--- config.mk ---
export PLATFORM = sky130hd
export DESIGN_NAME = rtw_watchdog_ctl
export DESIGN_NICKNAME = d
export VERILOG_FILES = /design/src/design/rtw_pkg.sv /design/src/design/rtw_tick_if.sv /design/src/design/rtw_watchdog_ctl.sv /design/src/design/rtw_prescaler.sv /design/src/design/rtw_wdt_counter.sv
export SDC_FILE = /design/constraint.sdc
export NUM_CORES = 1
export LEC_CHECK = 0
export BUFFER_PORTS_ARGS = -buffer_cell sky130_fd_sc_hd__clkbuf_2
export CELL_PAD_IN_SITES_DETAIL_PLACEMENT = 0
export CELL_PAD_IN_SITES_GLOBAL_PLACEMENT = 2
export CORE_MARGIN = 5
export CORE_UTILIZATION = 40
export DETAILED_ROUTE_END_ITERATION = 8
export GPL_ROUTABILITY_DRIVEN = 0
export PLACE_DENSITY_LB_ADDON = 0.1
export SYNTH_ARGS = -nofsm -noshare
export SYNTH_HDL_FRONTEND = slang
export SYNTH_SLANG_ARGS = --single-unit
--- constraint.sdc ---
create_clock -name i_mclk -period 4.9 [get_ports i_mclk]
set_input_delay 0.98 -clock i_mclk [delete_from_list [all_inputs] [get_ports i_mclk]]
set_output_delay 0.98 -clock i_mclk [all_outputs]
set_load 0.005 [all_outputs]
--- src/design/rtw_pkg.sv ---
package rtw_pkg;

	// Register map of the byte-wide host port
	localparam logic [4:0] ADDR_WDT_A    = 5'h0c;
	localparam logic [4:0] ADDR_WDT_B    = 5'h0d;
	localparam logic [4:0] ADDR_FLAGS    = 5'h0e;
	localparam logic [4:0] ADDR_CTRL     = 5'h0f;
	localparam logic [4:0] ADDR_RAM_ADDR = 5'h10;
	localparam logic [4:0] ADDR_RAM_DATA = 5'h13;

	// Field positions of control_enables
	localparam int CTRL_CLOCK_ADVANCE = 7;
	localparam int CTRL_CRYSTAL_LOAD  = 6;
	localparam int CTRL_RAM_AUTO_INC  = 5;
	localparam int CTRL_ALARM_POWER   = 4;
	localparam int CTRL_ALARM_IRQ     = 3;
	localparam int CTRL_WAKE_KEY      = 2;
	localparam int CTRL_WDT_ARM       = 1;
	localparam int CTRL_WDT_STEER     = 0;

	// Field positions of the flag register
	localparam int FLAG_BATT_MAIN     = 7;
	localparam int FLAG_BATT_AUX      = 6;
	localparam int FLAG_HOLD_IN_FAIL  = 5;
	localparam int FLAG_POWER_RELEASE = 4;
	localparam int FLAG_ALARM         = 3;
	localparam int FLAG_WAKE_KEY      = 2;
	localparam int FLAG_TIMEOUT       = 1;
	localparam int FLAG_IRQ           = 0;

	// Reset values
	localparam logic [7:0]  CTRL_RESET          = 8'h00;
	localparam logic [7:0]  WDT_BYTE_RESET      = 8'h00;
	localparam logic [7:0]  RAM_ADDR_RESET      = 8'h00;
	localparam logic        POWER_RELEASE_RESET = 1'b1;
	localparam logic        HOLD_IN_FAIL_RESET  = 1'b0;

	// Host port timing
	localparam int          CLK_PERIOD_NS      = 10;
	localparam int          ADDR_STABLE_NS     = 15;
	localparam logic [1:0]  ADDR_STABLE_CYCLES =
		2'((ADDR_STABLE_NS + CLK_PERIOD_NS - 1) / CLK_PERIOD_NS);

	// Reset pulse length on a single-shot timeout
	localparam int RESET_PULSE_TIME_US = 200;
	localparam int RESET_PULSE_CYCLES  = RESET_PULSE_TIME_US * 1000 / CLK_PERIOD_NS;

	// Oscillator prescaling: 10 ms tick by fractional accumulation
	localparam int           OSC_HZ      = 32768;
	localparam int           WDT_TICK_MS = 10;
	localparam logic [16:0]  PRESC_MOD   = 17'(OSC_HZ);
	localparam logic [16:0]  PRESC_STEP  = 17'(1000 / WDT_TICK_MS);
	localparam logic [14:0]  SEC_LAST    = 15'(OSC_HZ - 1);

endpackage

--- src/design/rtw_tick_if.sv ---
`timescale 1ns/1ps
interface rtw_tick_if;
	logic        osc_tick;
	logic        tick_10ms;
	logic        tick_1s;
	logic        reload;
	logic [15:0] period;
	logic        timeout;

	modport presc (input osc_tick, output tick_10ms, output tick_1s);
	modport wdt   (input tick_10ms, input reload, input period, output timeout);
	modport ctl   (output osc_tick, input tick_10ms, input tick_1s,
		output reload, output period, input timeout);
endinterface

--- src/design/rtw_watchdog_ctl.sv ---
`timescale 1ns/1ps
// Behaviour
// - Reading flag register clears three flags
// - Read clear acts at access end, address stable
// - Interrupt pin releases once pending flag clears
// - Writing zero clears alarm or timeout flag
// - Clock advance bit gates per-second update
// - Clock advance bit changed only by host
// - Crystal load select drives oscillator load
// - Auto-increment steps RAM address per access
// - Alarm flag with power enable drives power
// - Alarm interrupt enable gates pending flag
// - Key pulse without supply wakes, flags, only with key enable set
// - Key flag with enable drives power pin, and interrupt pin with main supply
// - Power-on reset clears arm and steer
// - Timeout from two BCD period registers
// - Every timeout reloads and sets timeout flag
// - Repetitive mode raises interrupt on timeout
// - Host period write reloads the counter
// - Single-shot mode pulses reset, clears arm
// - Both period bytes zero disables watchdog
// - Oscillator runs only while stop bit clear
// - Pending flag is OR of enabled flags
// - Flag bit positions three down to zero
// - Enabled wake event clears power release bit
module rtw_watchdog_ctl
	import rtw_pkg::*;
#(
	parameter int RST_PULSE_CYCLES = RESET_PULSE_CYCLES
)
(
	input  wire logic       i_mclk,
	input  wire logic       i_rst_b,
	input  wire logic [4:0] i_addr,
	input  wire logic [7:0] i_data,
	input  wire logic       i_cs_n,
	input  wire logic       i_oe_n,
	input  wire logic       i_we_n,
	output logic      [7:0] o_data,
	output logic            o_data_oe,
	input  wire logic       i_osc_tick,
	input  wire logic       i_oscillator_stop,
	input  wire logic       i_alarm_match,
	input  wire logic       i_wake_key_in_n,
	input  wire logic       i_main_supply,
	input  wire logic [1:0] i_batt_low,
	input  wire logic [7:0] i_ram_data,
	output logic            o_irq_n_out,
	output logic            o_irq_n_oe,
	output logic            o_power_on_out_n_out,
	output logic            o_power_on_out_n_oe,
	output logic            o_rst_n,
	output logic            o_osc_run,
	output logic            o_crystal_load_12p5,
	output logic            o_clock_advance_on,
	output logic            o_update_tick,
	output logic      [7:0] o_ram_addr,
	output logic            o_ram_wr,
	output logic      [7:0] o_ram_wdata
);
	typedef struct packed {
		logic [7:0]  wdt_a;
		logic [7:0]  wdt_b;
		logic [7:0]  ctrl;
		logic [7:0]  ram_addr;
		logic        alarm_match_flag;
		logic        wake_key_flag;
		logic        timeout_flag;
		logic        power_release;
		logic        hold_in_fail;
		logic        reload;
		logic [23:0] rst_cnt;
		logic        rd_prev;
		logic [4:0]  rd_addr;
		logic [1:0]  rd_stable;
		logic        wr_prev;
		logic [4:0]  wr_addr;
		logic [7:0]  wr_data;
		logic        key_prev;
		logic [7:0]  rdata;
		logic        irq_drive;
		logic        pwr_drive;
		logic        update_tick;
		logic        ram_wr;
		logic [7:0]  ram_wdata;
	} rtw_ctl_t;

	rtw_ctl_t st;
	rtw_ctl_t next_st;

	rtw_tick_if tick ();

	logic       rd_active;
	logic       wr_active;
	logic       rd_end;
	logic       flags_clear;
	logic       wr_commit;
	logic       key_fall;

	// Pending flag as a pure function of flags and enables
	function automatic logic rtw_pending(input logic [7:0] ctrl, input logic alarm,
		input logic key, input logic tmo);
		return (alarm & ctrl[CTRL_ALARM_IRQ]) | (key & ctrl[CTRL_WAKE_KEY]) |
			(tmo & ctrl[CTRL_WDT_ARM]);
	endfunction

	// Readback of the mapped bytes; unmapped addresses read zero
	function automatic logic [7:0] rtw_read(input logic [4:0] a, input rtw_ctl_t s,
		input logic [1:0] batt, input logic [7:0] ram);
		logic [7:0] f;
		f = 8'h00;
		f[FLAG_BATT_MAIN] = batt[1];
		f[FLAG_BATT_AUX] = batt[0];
		f[FLAG_HOLD_IN_FAIL] = s.hold_in_fail;
		f[FLAG_POWER_RELEASE] = s.power_release;
		f[FLAG_ALARM] = s.alarm_match_flag;
		f[FLAG_WAKE_KEY] = s.wake_key_flag;
		f[FLAG_TIMEOUT] = s.timeout_flag;
		f[FLAG_IRQ] = rtw_pending(s.ctrl, s.alarm_match_flag, s.wake_key_flag,
			s.timeout_flag);
		unique case (a)
			ADDR_WDT_A:    return s.wdt_a;
			ADDR_WDT_B:    return s.wdt_b;
			ADDR_FLAGS:    return f;
			ADDR_CTRL:     return s.ctrl;
			ADDR_RAM_ADDR: return s.ram_addr;
			ADDR_RAM_DATA: return ram;
			default:       return 8'h00;
		endcase
	endfunction

	// Host port decode
	assign rd_active = !i_cs_n && !i_oe_n && i_we_n;
	assign wr_active = !i_cs_n && !i_we_n;
	// Access ends on address change or a rising select or output enable
	assign rd_end = st.rd_prev && (!rd_active || i_addr != st.rd_addr);
	assign flags_clear = rd_end && st.rd_addr == ADDR_FLAGS &&
		st.rd_stable >= ADDR_STABLE_CYCLES;
	// Writes commit at their trailing edge, when data has settled
	assign wr_commit = st.wr_prev && !wr_active;
	assign key_fall = st.key_prev && !i_wake_key_in_n;

	// Oscillator gating stops every derived tick as well
	assign o_osc_run = !i_oscillator_stop;
	assign tick.osc_tick = i_osc_tick && !i_oscillator_stop;
	assign tick.reload = st.reload;
	assign tick.period = {st.wdt_b, st.wdt_a};

	always_comb
	begin
		next_st = st;
		next_st.reload = 1'b0;
		next_st.ram_wr = 1'b0;

		// Read tracking: count cycles the address has been held
		next_st.rd_prev = rd_active;
		next_st.rd_addr = i_addr;
		if (rd_active && st.rd_prev && i_addr == st.rd_addr)
		begin
			if (st.rd_stable < ADDR_STABLE_CYCLES)
				next_st.rd_stable = st.rd_stable + 2'h1;
		end
		else
		begin
			next_st.rd_stable = 2'h0;
		end

		// Write capture while the strobe is low
		next_st.wr_prev = wr_active;
		if (wr_active)
		begin
			next_st.wr_addr = i_addr;
			next_st.wr_data = i_data;
		end

		// Clears by read go first so that same-cycle events survive
		if (flags_clear)
		begin
			next_st.alarm_match_flag = 1'b0;
			next_st.wake_key_flag = 1'b0;
			next_st.timeout_flag = 1'b0;
		end

		// Burst stepping on a finished data read
		if (rd_end && st.rd_addr == ADDR_RAM_DATA && st.ctrl[CTRL_RAM_AUTO_INC])
			next_st.ram_addr = st.ram_addr + 8'h01;

		if (wr_commit)
		begin
			unique case (st.wr_addr)
				ADDR_WDT_A:
				begin
					next_st.wdt_a = st.wr_data;
					next_st.reload = 1'b1;
				end
				ADDR_WDT_B:
				begin
					next_st.wdt_b = st.wr_data;
					next_st.reload = 1'b1;
				end
				ADDR_FLAGS:
				begin
					next_st.hold_in_fail = st.wr_data[FLAG_HOLD_IN_FAIL];
					next_st.power_release = st.wr_data[FLAG_POWER_RELEASE];
					if (!st.wr_data[FLAG_ALARM])
						next_st.alarm_match_flag = 1'b0;
					if (!st.wr_data[FLAG_TIMEOUT])
						next_st.timeout_flag = 1'b0;
					next_st.wake_key_flag = st.wr_data[FLAG_WAKE_KEY];
				end
				ADDR_CTRL:
					next_st.ctrl = st.wr_data;
				ADDR_RAM_ADDR:
					next_st.ram_addr = st.wr_data;
				ADDR_RAM_DATA:
				begin
					next_st.ram_wr = 1'b1;
					next_st.ram_wdata = st.wr_data;
					if (st.ctrl[CTRL_RAM_AUTO_INC])
						next_st.ram_addr = st.ram_addr + 8'h01;
				end
				default:
				begin
				end
			endcase
		end

		// Hardware events set after all clears: set wins
		next_st.key_prev = i_wake_key_in_n;
		if (i_alarm_match)
			next_st.alarm_match_flag = 1'b1;
		if (key_fall && (i_main_supply || st.ctrl[CTRL_WAKE_KEY]))
			next_st.wake_key_flag = 1'b1;
		if (tick.timeout)
			next_st.timeout_flag = 1'b1;

		// Single-shot: start the reset pulse once per timeout
		if (st.rst_cnt != 24'h0)
		begin
			next_st.rst_cnt = st.rst_cnt - 24'h1;
			if (st.rst_cnt == 24'h1)
				next_st.ctrl[CTRL_WDT_ARM] = 1'b0;
		end
		else if (tick.timeout && st.ctrl[CTRL_WDT_ARM] && st.ctrl[CTRL_WDT_STEER])
		begin
			next_st.rst_cnt = 24'(RST_PULSE_CYCLES);
		end

		// An enabled wake event takes power release back
		if ((next_st.alarm_match_flag && next_st.ctrl[CTRL_ALARM_POWER]) ||
			(next_st.wake_key_flag && next_st.ctrl[CTRL_WAKE_KEY]))
			next_st.power_release = 1'b0;

		// Pins follow the updated flags in the same cycle as the flags
		next_st.irq_drive = i_main_supply && rtw_pending(next_st.ctrl,
			next_st.alarm_match_flag, next_st.wake_key_flag,
			next_st.timeout_flag);
		next_st.pwr_drive = (next_st.alarm_match_flag && next_st.ctrl[CTRL_ALARM_POWER]) ||
			(next_st.wake_key_flag && next_st.ctrl[CTRL_WAKE_KEY]) ||
			(!next_st.power_release &&
			(i_main_supply || next_st.hold_in_fail));

		// Update transfers only while the clock advances
		next_st.update_tick = tick.tick_1s && st.ctrl[CTRL_CLOCK_ADVANCE];
		next_st.rdata = rtw_read(i_addr, st, i_batt_low, i_ram_data);
	end

	// Power-on reset leaves the watchdog outputs disarmed
	always_ff @(posedge i_mclk)
	begin
		if (!i_rst_b)
		begin
			st <= '0;
			st.ctrl <= CTRL_RESET;
			st.wdt_a <= WDT_BYTE_RESET;
			st.wdt_b <= WDT_BYTE_RESET;
			st.ram_addr <= RAM_ADDR_RESET;
			st.power_release <= POWER_RELEASE_RESET;
			st.hold_in_fail <= HOLD_IN_FAIL_RESET;
			st.key_prev <= 1'b1;
		end
		else
		begin
			st <= next_st;
		end
	end

	rtw_prescaler u_presc
	(
		.i_mclk  (i_mclk),
		.i_rst_b (i_rst_b),
		.tick    (tick)
	);

	rtw_wdt_counter u_wdt
	(
		.i_mclk  (i_mclk),
		.i_rst_b (i_rst_b),
		.tick    (tick)
	);

	// Open-drain pins only ever pull low
	assign o_irq_n_out          = 1'b0;
	assign o_irq_n_oe           = st.irq_drive;
	assign o_power_on_out_n_out = 1'b0;
	assign o_power_on_out_n_oe  = st.pwr_drive;
	assign o_rst_n              = (st.rst_cnt == 24'h0);
	assign o_data               = st.rdata;
	assign o_data_oe            = rd_active;
	assign o_crystal_load_12p5  = st.ctrl[CTRL_CRYSTAL_LOAD];
	assign o_clock_advance_on   = st.ctrl[CTRL_CLOCK_ADVANCE];
	assign o_update_tick        = st.update_tick;
	assign o_ram_addr           = st.ram_addr;
	assign o_ram_wr             = st.ram_wr;
	assign o_ram_wdata          = st.ram_wdata;
endmodule

--- src/design/rtw_prescaler.sv ---
`timescale 1ns/1ps
module rtw_prescaler
	import rtw_pkg::*;
(
	input  wire logic i_mclk,
	input  wire logic i_rst_b,
	rtw_tick_if.presc tick
);
	typedef struct packed {
		logic [16:0] acc;
		logic [14:0] sec;
		logic        tick_10ms;
		logic        tick_1s;
	} rtw_presc_t;

	rtw_presc_t st;
	rtw_presc_t next_st;

	// 327.68 oscillator cycles per tick; the fraction spreads as 327/328 jitter
	always_comb
	begin
		logic [16:0] sum;
		sum = 17'h0;
		next_st = st;
		next_st.tick_10ms = 1'b0;
		next_st.tick_1s = 1'b0;
		if (tick.osc_tick)
		begin
			sum = st.acc + PRESC_STEP;
			if (sum >= PRESC_MOD)
			begin
				next_st.acc = sum - PRESC_MOD;
				next_st.tick_10ms = 1'b1;
			end
			else
			begin
				next_st.acc = sum;
			end
			if (st.sec == SEC_LAST)
			begin
				next_st.sec = 15'h0;
				next_st.tick_1s = 1'b1;
			end
			else
			begin
				next_st.sec = st.sec + 15'h1;
			end
		end
	end

	always_ff @(posedge i_mclk)
	begin
		if (!i_rst_b)
			st <= '0;
		else
			st <= next_st;
	end

	assign tick.tick_10ms = st.tick_10ms;
	assign tick.tick_1s   = st.tick_1s;
endmodule

--- src/design/rtw_wdt_counter.sv ---
`timescale 1ns/1ps
module rtw_wdt_counter
	import rtw_pkg::*;
(
	input  wire logic i_mclk,
	input  wire logic i_rst_b,
	rtw_tick_if.wdt   tick
);
	typedef struct packed {
		logic [15:0] cnt;
		logic        timeout;
	} rtw_wdt_t;

	rtw_wdt_t st;
	rtw_wdt_t next_st;

	// Four-digit BCD decrement, borrow ripples up through the digits
	function automatic logic [15:0] rtw_bcd_dec(input logic [15:0] v);
		logic [15:0] r;
		logic        borrow;
		r = v;
		borrow = 1'b1;
		for (int i = 0; i < 4; i++)
		begin
			if (borrow)
			begin
				if (v[i*4 +: 4] == 4'h0)
					r[i*4 +: 4] = 4'h9;
				else
				begin
					r[i*4 +: 4] = v[i*4 +: 4] - 4'h1;
					borrow = 1'b0;
				end
			end
		end
		return r;
	endfunction

	// Host reload restarts the period; a zero period never times out
	always_comb
	begin
		next_st = st;
		next_st.timeout = 1'b0;
		if (tick.reload)
			next_st.cnt = tick.period;
		else if (tick.tick_10ms && tick.period != 16'h0)
		begin
			if (st.cnt <= 16'h0001)
			begin
				next_st.cnt = tick.period;
				next_st.timeout = 1'b1;
			end
			else
			begin
				next_st.cnt = rtw_bcd_dec(st.cnt);
			end
		end
	end

	always_ff @(posedge i_mclk)
	begin
		if (!i_rst_b)
			st <= '0;
		else
			st <= next_st;
	end

	assign tick.timeout = st.timeout;
endmodule

* Word level (Yosys, flattened, before mapping)
Cells that the tools add are included.
Operators by class: magnitude comparators 4, eq/ne operators 18, $add $sub $neg 10, reduce and logical (&&, ||, !) cells 59, multiplexer cells 49, bitwise gates (word level) 12
Operators by type and width (count):
- 2-to-1 mux 24 bit | 2
- case mux 8 bit (6 select lines) | 1
- == test 5 x 4 -> 1 bit, second input constant | 9
- 2-to-1 mux 17 bit | 2
- 2-to-1 mux 16 bit | 2
- 2-to-1 mux 4 bit | 7
- 2-to-1 mux 1 bit | 26
- == test 5 bit, second input constant | 5
- == test 24 x 1 -> 1 bit, second input constant | 1
- logical NOT 24 bit | 1
- nonzero test 24 bit | 1
- subtractor 24 x 1 -> 24 bit, second input constant | 1
- logical AND 1 bit | 22
- AND reduction 2 bit | 10
- 2-to-1 mux 19 bit | 1
- adder 17 x 7 -> 17 bit, second input constant | 1
- greater-or-equal comparator 17 x 16 -> 1 bit, second input constant | 1
- subtractor 17 x 16 -> 17 bit, second input constant | 1
- <= comparator 16 x 1 -> 1 bit, second input constant | 1
- logical NOT 4 bit | 4
- 2-to-1 mux 8 bit | 2
- case mux 8 bit (2 select lines) | 1
- nonzero test 16 bit | 1
- subtractor 4 x 1 -> 4 bit, second input constant | 4
- other kinds (21) | 45
Storage, ports and cells: word-level logic and storage cells 186, bits in registers 156, output and inout port bits 35, input port bits 33

* Depth between registers and ports, before layout
depth after elaboration 19, mapped depth 10, gate-level depth less buffers 10

* Hierarchy
From an unflattened synthesis, not the netlist that was laid out.
Unflattened totals: cell total of the unflattened synthesis 915, area total of the unflattened synthesis 7946.4 um^2
By module, submodules not included:
- rtw_watchdog_ctl | instances 1, seq. area each 2102.0 um^2, cells each 586, area each 5144.9 um^2
- rtw_prescaler | instances 1, seq. area each 640.6 um^2, cells each 195, area each 1681.6 um^2
- rtw_wdt_counter | instances 1, seq. area each 340.3 um^2, cells each 134, area each 1119.8 um^2

* Worst setup path after synthesis
Ideal clock, no wire load.
kind input to register, start in i_cs_n, end reg st (netlist bit o_power_on_out_n_oe), arrival 2511 ps, stages 6, required time 4778 ps, setup time 122 ps, path buffers 1, setup slack 2268 ps, cell sequence o21ai_1 or3_1 clkbuf_1 mux2_2 o211a_1 a221o_1
On the way: cells in the longest elaborated chain, start to end 19, elaborated cells between the ends (all ways) 25, classes of those cells 7 x mux; 18 x reduce/logical
Ends and longest elaborated chain:
- from (decl) | line rtw_watchdog_ctl.sv:36 | input wire logic i_cs_n,
- logical NOT 1 bit * | line rtw_watchdog_ctl.sv:133, rtw_watchdog_ctl.sv:134
- logical AND 1 bit (2 in series) | line rtw_watchdog_ctl.sv:133 | assign rd_active = !i_cs_n && !i_oe_n && i_we_n;
- logical NOT 1 bit | line rtw_watchdog_ctl.sv:136 | assign rd_end = st.rd_prev && (!rd_active || i_addr != st.rd_addr);
- logical OR 1 bit | line rtw_watchdog_ctl.sv:136
- logical AND 1 bit | line rtw_watchdog_ctl.sv:136
- logical AND 1 bit (2 in series) | line rtw_watchdog_ctl.sv:137 | assign flags_clear = rd_end && st.rd_addr == ADDR_FLAGS &&
- 2-to-1 mux 3 bit | line rtw_watchdog_ctl.sv:177 | if (flags_clear)
- 2-to-1 mux 1 bit | line rtw_watchdog_ctl.sv:205 | if (!st.wr_data[FLAG_ALARM])
- 2-to-1 mux 5 bit | line rtw_watchdog_ctl.sv:190 | unique case (st.wr_addr)
- 2-to-1 mux 19 bit * | line rtw_watchdog_ctl.sv:188 | if (wr_commit)
- 2-to-1 mux 1 bit | line rtw_watchdog_ctl.sv:230 | if (i_alarm_match)
- logical AND 1 bit | line rtw_watchdog_ctl.sv:250, rtw_watchdog_ctl.sv:258
- logical OR 1 bit | line rtw_watchdog_ctl.sv:250, rtw_watchdog_ctl.sv:258
- 2-to-1 mux 1 bit | line rtw_watchdog_ctl.sv:250 | if ((next_st.alarm_match_flag && next_st.ctrl[CTRL_ALARM_POWER]) ||
- logical NOT 1 bit | line rtw_watchdog_ctl.sv:260 | (!next_st.power_release &&
- logical AND 1 bit | line rtw_watchdog_ctl.sv:260
- logical OR 1 bit * | line rtw_watchdog_ctl.sv:259 | (next_st.wake_key_flag && next_st.ctrl[CTRL_WAKE_KEY]) ||
- to (signal assigned) | line rtw_watchdog_ctl.sv:284 | st <= next_st;
- to (decl) | line rtw_watchdog_ctl.sv:88 | rtw_ctl_t st;
Every way passes the cells marked *; elsewhere a longest branch is shown, timed or not. A chain may end at the register's enable or synchronous reset.

* Worst setup path in the final report
start reg st[49] in the netlist's numbering, end out o_rst_n
On the way: cells in the longest elaborated chain, start to end 1
Ends and longest elaborated chain:
- logical NOT 24 bit | line rtw_watchdog_ctl.sv:307 | assign o_rst_n = (st.rst_cnt == 24'h0);
- to (decl) | line rtw_watchdog_ctl.sv:52 | output logic o_rst_n,
Every way passes these cells.

==> impl_metrics.sql <==
INSERT INTO impl_metrics (metric_group, metric, value, unit) VALUES
('run_status', 'status', 'finished, final reports clean', ''),
('sta', 'finalCritPeriodShare', '76.2', '%'),
('floorplan', 'design.core.area', '19400', 'sq um'),
('yosys', 'ys_dominant_reg_cell', 'sky130_fd_sc_hd__dfxtp_1', ''),
('route', 'route.detailed.wl_per_inst', '18.6', 'um'),
('cells_and_area', 'layout_common_cells', '154 x sky130_fd_sc_hd__dfxtp_1, 102 x sky130_fd_sc_hd__nor2_1, 69 x sky130_fd_sc_hd__nand2_1', ''),
('pwr', 'p_leak', '3.20', 'nW'),
('clocking', 'clk_path_buf_depth', '2', ''),
('hold_path', 'min-delay-path-class', 'reg -> reg', ''),
('sta', 'fin_hold_ws', '0.466', 'ns'),
('cells_and_area', 'area_growth_syn_to_layout', '11.9', '%'),
('setup_path', 'critPathLaunchType', 'flip-flop', ''),
('grt', 'first_pass_grt_wire_length', '35.4', 'mm'),
('cells_and_area', 'antenna-diode-count', '0', ''),
('sta', 'finalSetupTns', '0', 'ns'),
('sta', 'min_period', '3.73', 'ns'),
('pwr', 'p_sw', '1.08', 'mW'),
('pwr', 'seqPwrFrac', '40.2', '%'),
('pwr', 'ir_worst_vdd', '0.261', 'mV'),
('route', 'drc_errors', '0', ''),
('yosys', 'edff_count_synth', '0', ''),
('route', 'drt.antenna.violating_nets', '0', ''),
('setup_path', 'critical_path_fanouts_max', '15', ''),
('clocking', 'post_cts_resize_count', '0', ''),
('pwr', 'power_frac_comb', '19.9', '%'),
('yosys', 'ys_seq_area_share', '39.3', '%'),
('grt', 'first_global_vias', '6531', ''),
('route', 'number_of_optimization_iterations_in_the_first_detailed_route_pass', '5', ''),
('setup_path', 'cpPeakStageDelay', '0.62', 'ns'),
('sta', 'report.final.slew_viol_count', '0', ''),
('clocking', 'post-cts-setup-buffer-count', '0', ''),
('clocking', 'cts_num_sinks', '154', ''),
('clocking', 'hold_buffer_count_at_cts', '0', ''),
('sta', 'final-setup-viol-count', '0', ''),
('route', 'first_iter_violations', '400', ''),
('floorplan', 'initial_utilization', '40.5', '%'),
('floorplan', 'floorplan.die.width', '150', 'um'),
('setup_path', 'slowest_stage', 'sky130_fd_sc_hd__and4_1', ''),
('pwr', 'clkPwrFrac', '39.9', '%'),
('place', 'io_buffer_count', '65', ''),
('pwr', 'p_sw_share', '29.8', '%'),
('sta', 'tightestPinTransition', '1.15', 'ns'),
('yosys', 'avgSynthCellArea', '8.58', 'sq um'),
('setup_path', 'data_arrival_time_of_the_critical_path', '2.75', 'ns'),
('yosys', 'syn_std_cell_area', '7850', 'sq um'),
('route', 'wirelength', '22.3', 'mm'),
('sta', 'timing_hold_violations_final', '0', ''),
('setup_path', 'path_class', 'reg -> out', ''),
('route', 'route.vias.total', '6775', ''),
('place', 'dpl_wire_length', '15.8', 'mm'),
('yosys', 'async_flop_share', '0', '%'),
('yosys', 'yosys_warnings', '0', ''),
('floorplan', 'chipHeight', '150', 'um'),
('pwr', 'power_per_unit_of_standard_cell_area', '412', 'nW/um^2'),
('clocking', 'cts_made_buffers', '17', ''),
('sta', 'worst_clock_skew', '0.0105', 'ns'),
('cells_and_area', 'layout_commonest_cell', 'sky130_fd_sc_hd__dfxtp_1', ''),
('grt', 'largest_net_degree_at_the_start_of_global_routing', '38', ''),
('clocking', 'clkLatencyLatePin', '0.43', 'ns'),
('yosys', 'ys_ff_latch', '154', ''),
('grt', 'antenna_found_initial', '0', ''),
('sta', 'clock.fmax', '268', 'MHz'),
('floorplan', 'io_pins', '68', ''),
('clocking', 'tritoncts', 'done', ''),
('grt', 'global_route_usage_sum', '19.9', '%'),
('sta', 'grt_setup_unrepaired', 'false', ''),
('job', 'timing.max_cap.violations', '0', ''),
('grt', 'grt-ovfl-total', '0', ''),
('setup_path', 'cp.required', '3.92', 'ns'),
('cells_and_area', 'nNetsFinal', '966', ''),
('setup_path', 'sequence_of_cells_on_the_critical_path', 'nor4_1, and4_1, nand2_1, inv_1, clkbuf_2', ''),
('cells_and_area', 'layout-drive-gt1-share', '13.7', '%'),
('yosys', 'number_of_standard_cells_after_synthesis', '915', ''),
('floorplan', 'std_cell_rows', '51', ''),
('floorplan', 'design.die.area', '22500', 'sq um'),
('pwr', 'internal_dissipation', '2.54', 'mW'),
('route', 'avgViaCountPerCell', '5.64', ''),
('clocking', 'cts_root_buffer', 'sky130_fd_sc_hd__clkbuf_16', ''),
('clocking', 'clk_pin_slew', '0.06', 'ns'),
('clocking', 'cts-htree-levels', '4', ''),
('setup_path', 'worst_setup_path_end_kind', 'primary output', ''),
('yosys', 'ys_types', '79', ''),
('sta', 'worst_slew_margin_rel', '23.5', '%');
## power by group through the flow
stage                     combinational [mW]  clock (mW)  sequential [mW]
after global routing                   0.810        1.53             1.47
final                                  0.720        1.44             1.45
after global placement                 0.709           0             1.47
after CTS                              0.721        1.47             1.45
after floorplan                        0.582           0             1.44
after detailed placement               0.714           0             1.48
## state kept, by name, indices dropped and copies added, names as in the netlist
| signal | cells |
|---|---|
| tick.reload | 1 |
| u_presc.st | 30 |
| o_update_tick | 1 |
| o_ram_wdata | 8 |
| o_data | 8 |
| u_wdt.tick.timeout | 1 |
| o_ram_addr | 8 |
| u_presc.tick.tick_1s | 1 |
| o_irq_n_oe | 1 |
| st | 74 |
| o_power_on_out_n_oe | 1 |
| o_crystal_load_12p5 | 1 |
| u_presc.tick.tick_10ms | 1 |
| o_clock_advance_on | 1 |
| o_ram_wr | 1 |
| u_wdt.st | 16 |
## worst paths after layout
path	startpoint	end	slack [ns]	depth (start not counted)
max	st[49]	o_rst_n	1.17	5
min reg2reg	u_presc.tick.tick_1s	o_update_tick	0.47	1
max reg2reg	u_presc.st[19]	u_presc.st[33]	1.91	8
min	u_presc.tick.tick_1s	o_update_tick	0.47	1
## routing by layer
| metal | wire length (um) | global-route usage (%) | vias up | part of all wire (%) |
|---|---|---|---|---|
| met5 | 0 | 0 | - | 0 |
| met2 | 10300 | 31.7 | 183 | 46 |
| met4 | 294 | 5.81 | 0 | 1.3 |
| li1 | - | - | 3342 | - |
| met1 | 10700 | 28.1 | 3228 | 48 |
| met3 | 1010 | 3.07 | 22 | 4.5 |
## metrics by stage
| step | instance area [sq um] | std cells | setup WS, ns | total power, mW | utilization, % |
|---|---|---|---|---|---|
| after floorplan | 7860 | 916 | 2.27 | 2.03 | - |
| final | 8780 | 1202 | 1.17 | 3.62 | 45.3 |
| after CTS | 8780 | 1202 | 1.17 | 3.64 | 45.3 |
| after detailed placement | 8140 | 1171 | 1.68 | 2.19 | 42.0 |
| after global routing | 8780 | 1202 | 0.929 | 3.81 | 45.3 |
| after global placement | 8140 | 1171 | 1.72 | 2.18 | 42.0 |
## worst max-delay path, delay by kind of cell (launching register included)
| kind | cells | cell delay, ns |
|---|---|---|
| buf+inv | 2 | 0.35 |
| flops | 1 | 0.35 |
| simple gates | 3 | 1.62 |
## cell type report
class / count / area [sq um]
sequential: 154 / 3080
inverter: 18 / 67.6
multi-input combinational: 663 / 4290
fill: 1941 / 10600
clock inverter: 12 / 198
clock buffer: 19 / 443
tap: 265 / 332
timing repair buffer: 71 / 370
## cells by family (layout without fill, tap and decap cells)
kind of cell / Yosys count / after routing / synth area share [%]
buffers and inverters: 99 / 120 / 6.21
other: 1 / 2 / 0.0478
adder cells (fa/ha/maj): 8 / 8 / 1.27
flip-flops: 154 / 154 / 39.3
XOR/XNOR: 55 / 55 / 6.13
multiplexers: 40 / 40 / 5.11
AND/OR/NAND/NOR: 338 / 338 / 22.1
AO/OA/AOI/OAI: 220 / 220 / 19.9
## cell usage after synthesis, types with 4 or more instances
| master | number | area (sq um) |
|---|---|---|
| sky130_fd_sc_hd__o211ai_1 | 5 | 37.5 |
| sky130_fd_sc_hd__nand3_1 | 27 | 135 |
| sky130_fd_sc_hd__inv_1 | 16 | 60.1 |
| sky130_fd_sc_hd__clkbuf_1 | 42 | 158 |
| sky130_fd_sc_hd__nor2_1 | 102 | 383 |
| sky130_fd_sc_hd__ha_1 | 8 | 100 |
| sky130_fd_sc_hd__dfxtp_1 | 154 | 3080 |
| sky130_fd_sc_hd__or4_1 | 5 | 37.5 |
| sky130_fd_sc_hd__nor4_1 | 13 | 81.3 |
| sky130_fd_sc_hd__o41ai_1 | 6 | 52.6 |
| sky130_fd_sc_hd__or3_1 | 8 | 50.1 |
| sky130_fd_sc_hd__and2_1 | 12 | 75.1 |
| sky130_fd_sc_hd__mux2i_1 | 39 | 390 |
| sky130_fd_sc_hd__a21oi_1 | 49 | 245 |
| sky130_fd_sc_hd__a22oi_1 | 30 | 225 |
| sky130_fd_sc_hd__buf_4 | 26 | 195 |
| sky130_fd_sc_hd__nand4_1 | 18 | 113 |
| sky130_fd_sc_hd__nor3_1 | 17 | 85.1 |
| sky130_fd_sc_hd__o21ai_0 | 24 | 120 |
| sky130_fd_sc_hd__and4_1 | 6 | 52.6 |
| sky130_fd_sc_hd__nand2b_1 | 8 | 50.1 |
| sky130_fd_sc_hd__a211oi_1 | 13 | 97.6 |
| sky130_fd_sc_hd__o31ai_1 | 12 | 90.1 |
| sky130_fd_sc_hd__xor2_1 | 18 | 158 |
| sky130_fd_sc_hd__a2111oi_0 | 8 | 70.1 |
| sky130_fd_sc_hd__a22o_1 | 4 | 35.0 |
| sky130_fd_sc_hd__a31oi_1 | 12 | 75.1 |
| sky130_fd_sc_hd__xnor2_1 | 37 | 324 |
| sky130_fd_sc_hd__o22ai_1 | 6 | 37.5 |
| sky130_fd_sc_hd__nor3b_1 | 7 | 52.6 |
| sky130_fd_sc_hd__and3_1 | 14 | 87.6 |
| sky130_fd_sc_hd__buf_2 | 9 | 45.0 |
| sky130_fd_sc_hd__nand2_1 | 69 | 259 |
| sky130_fd_sc_hd__or2_2 | 9 | 56.3 |
| sky130_fd_sc_hd__o21a_1 | 7 | 52.6 |
(Power assumes the default switching activity.)
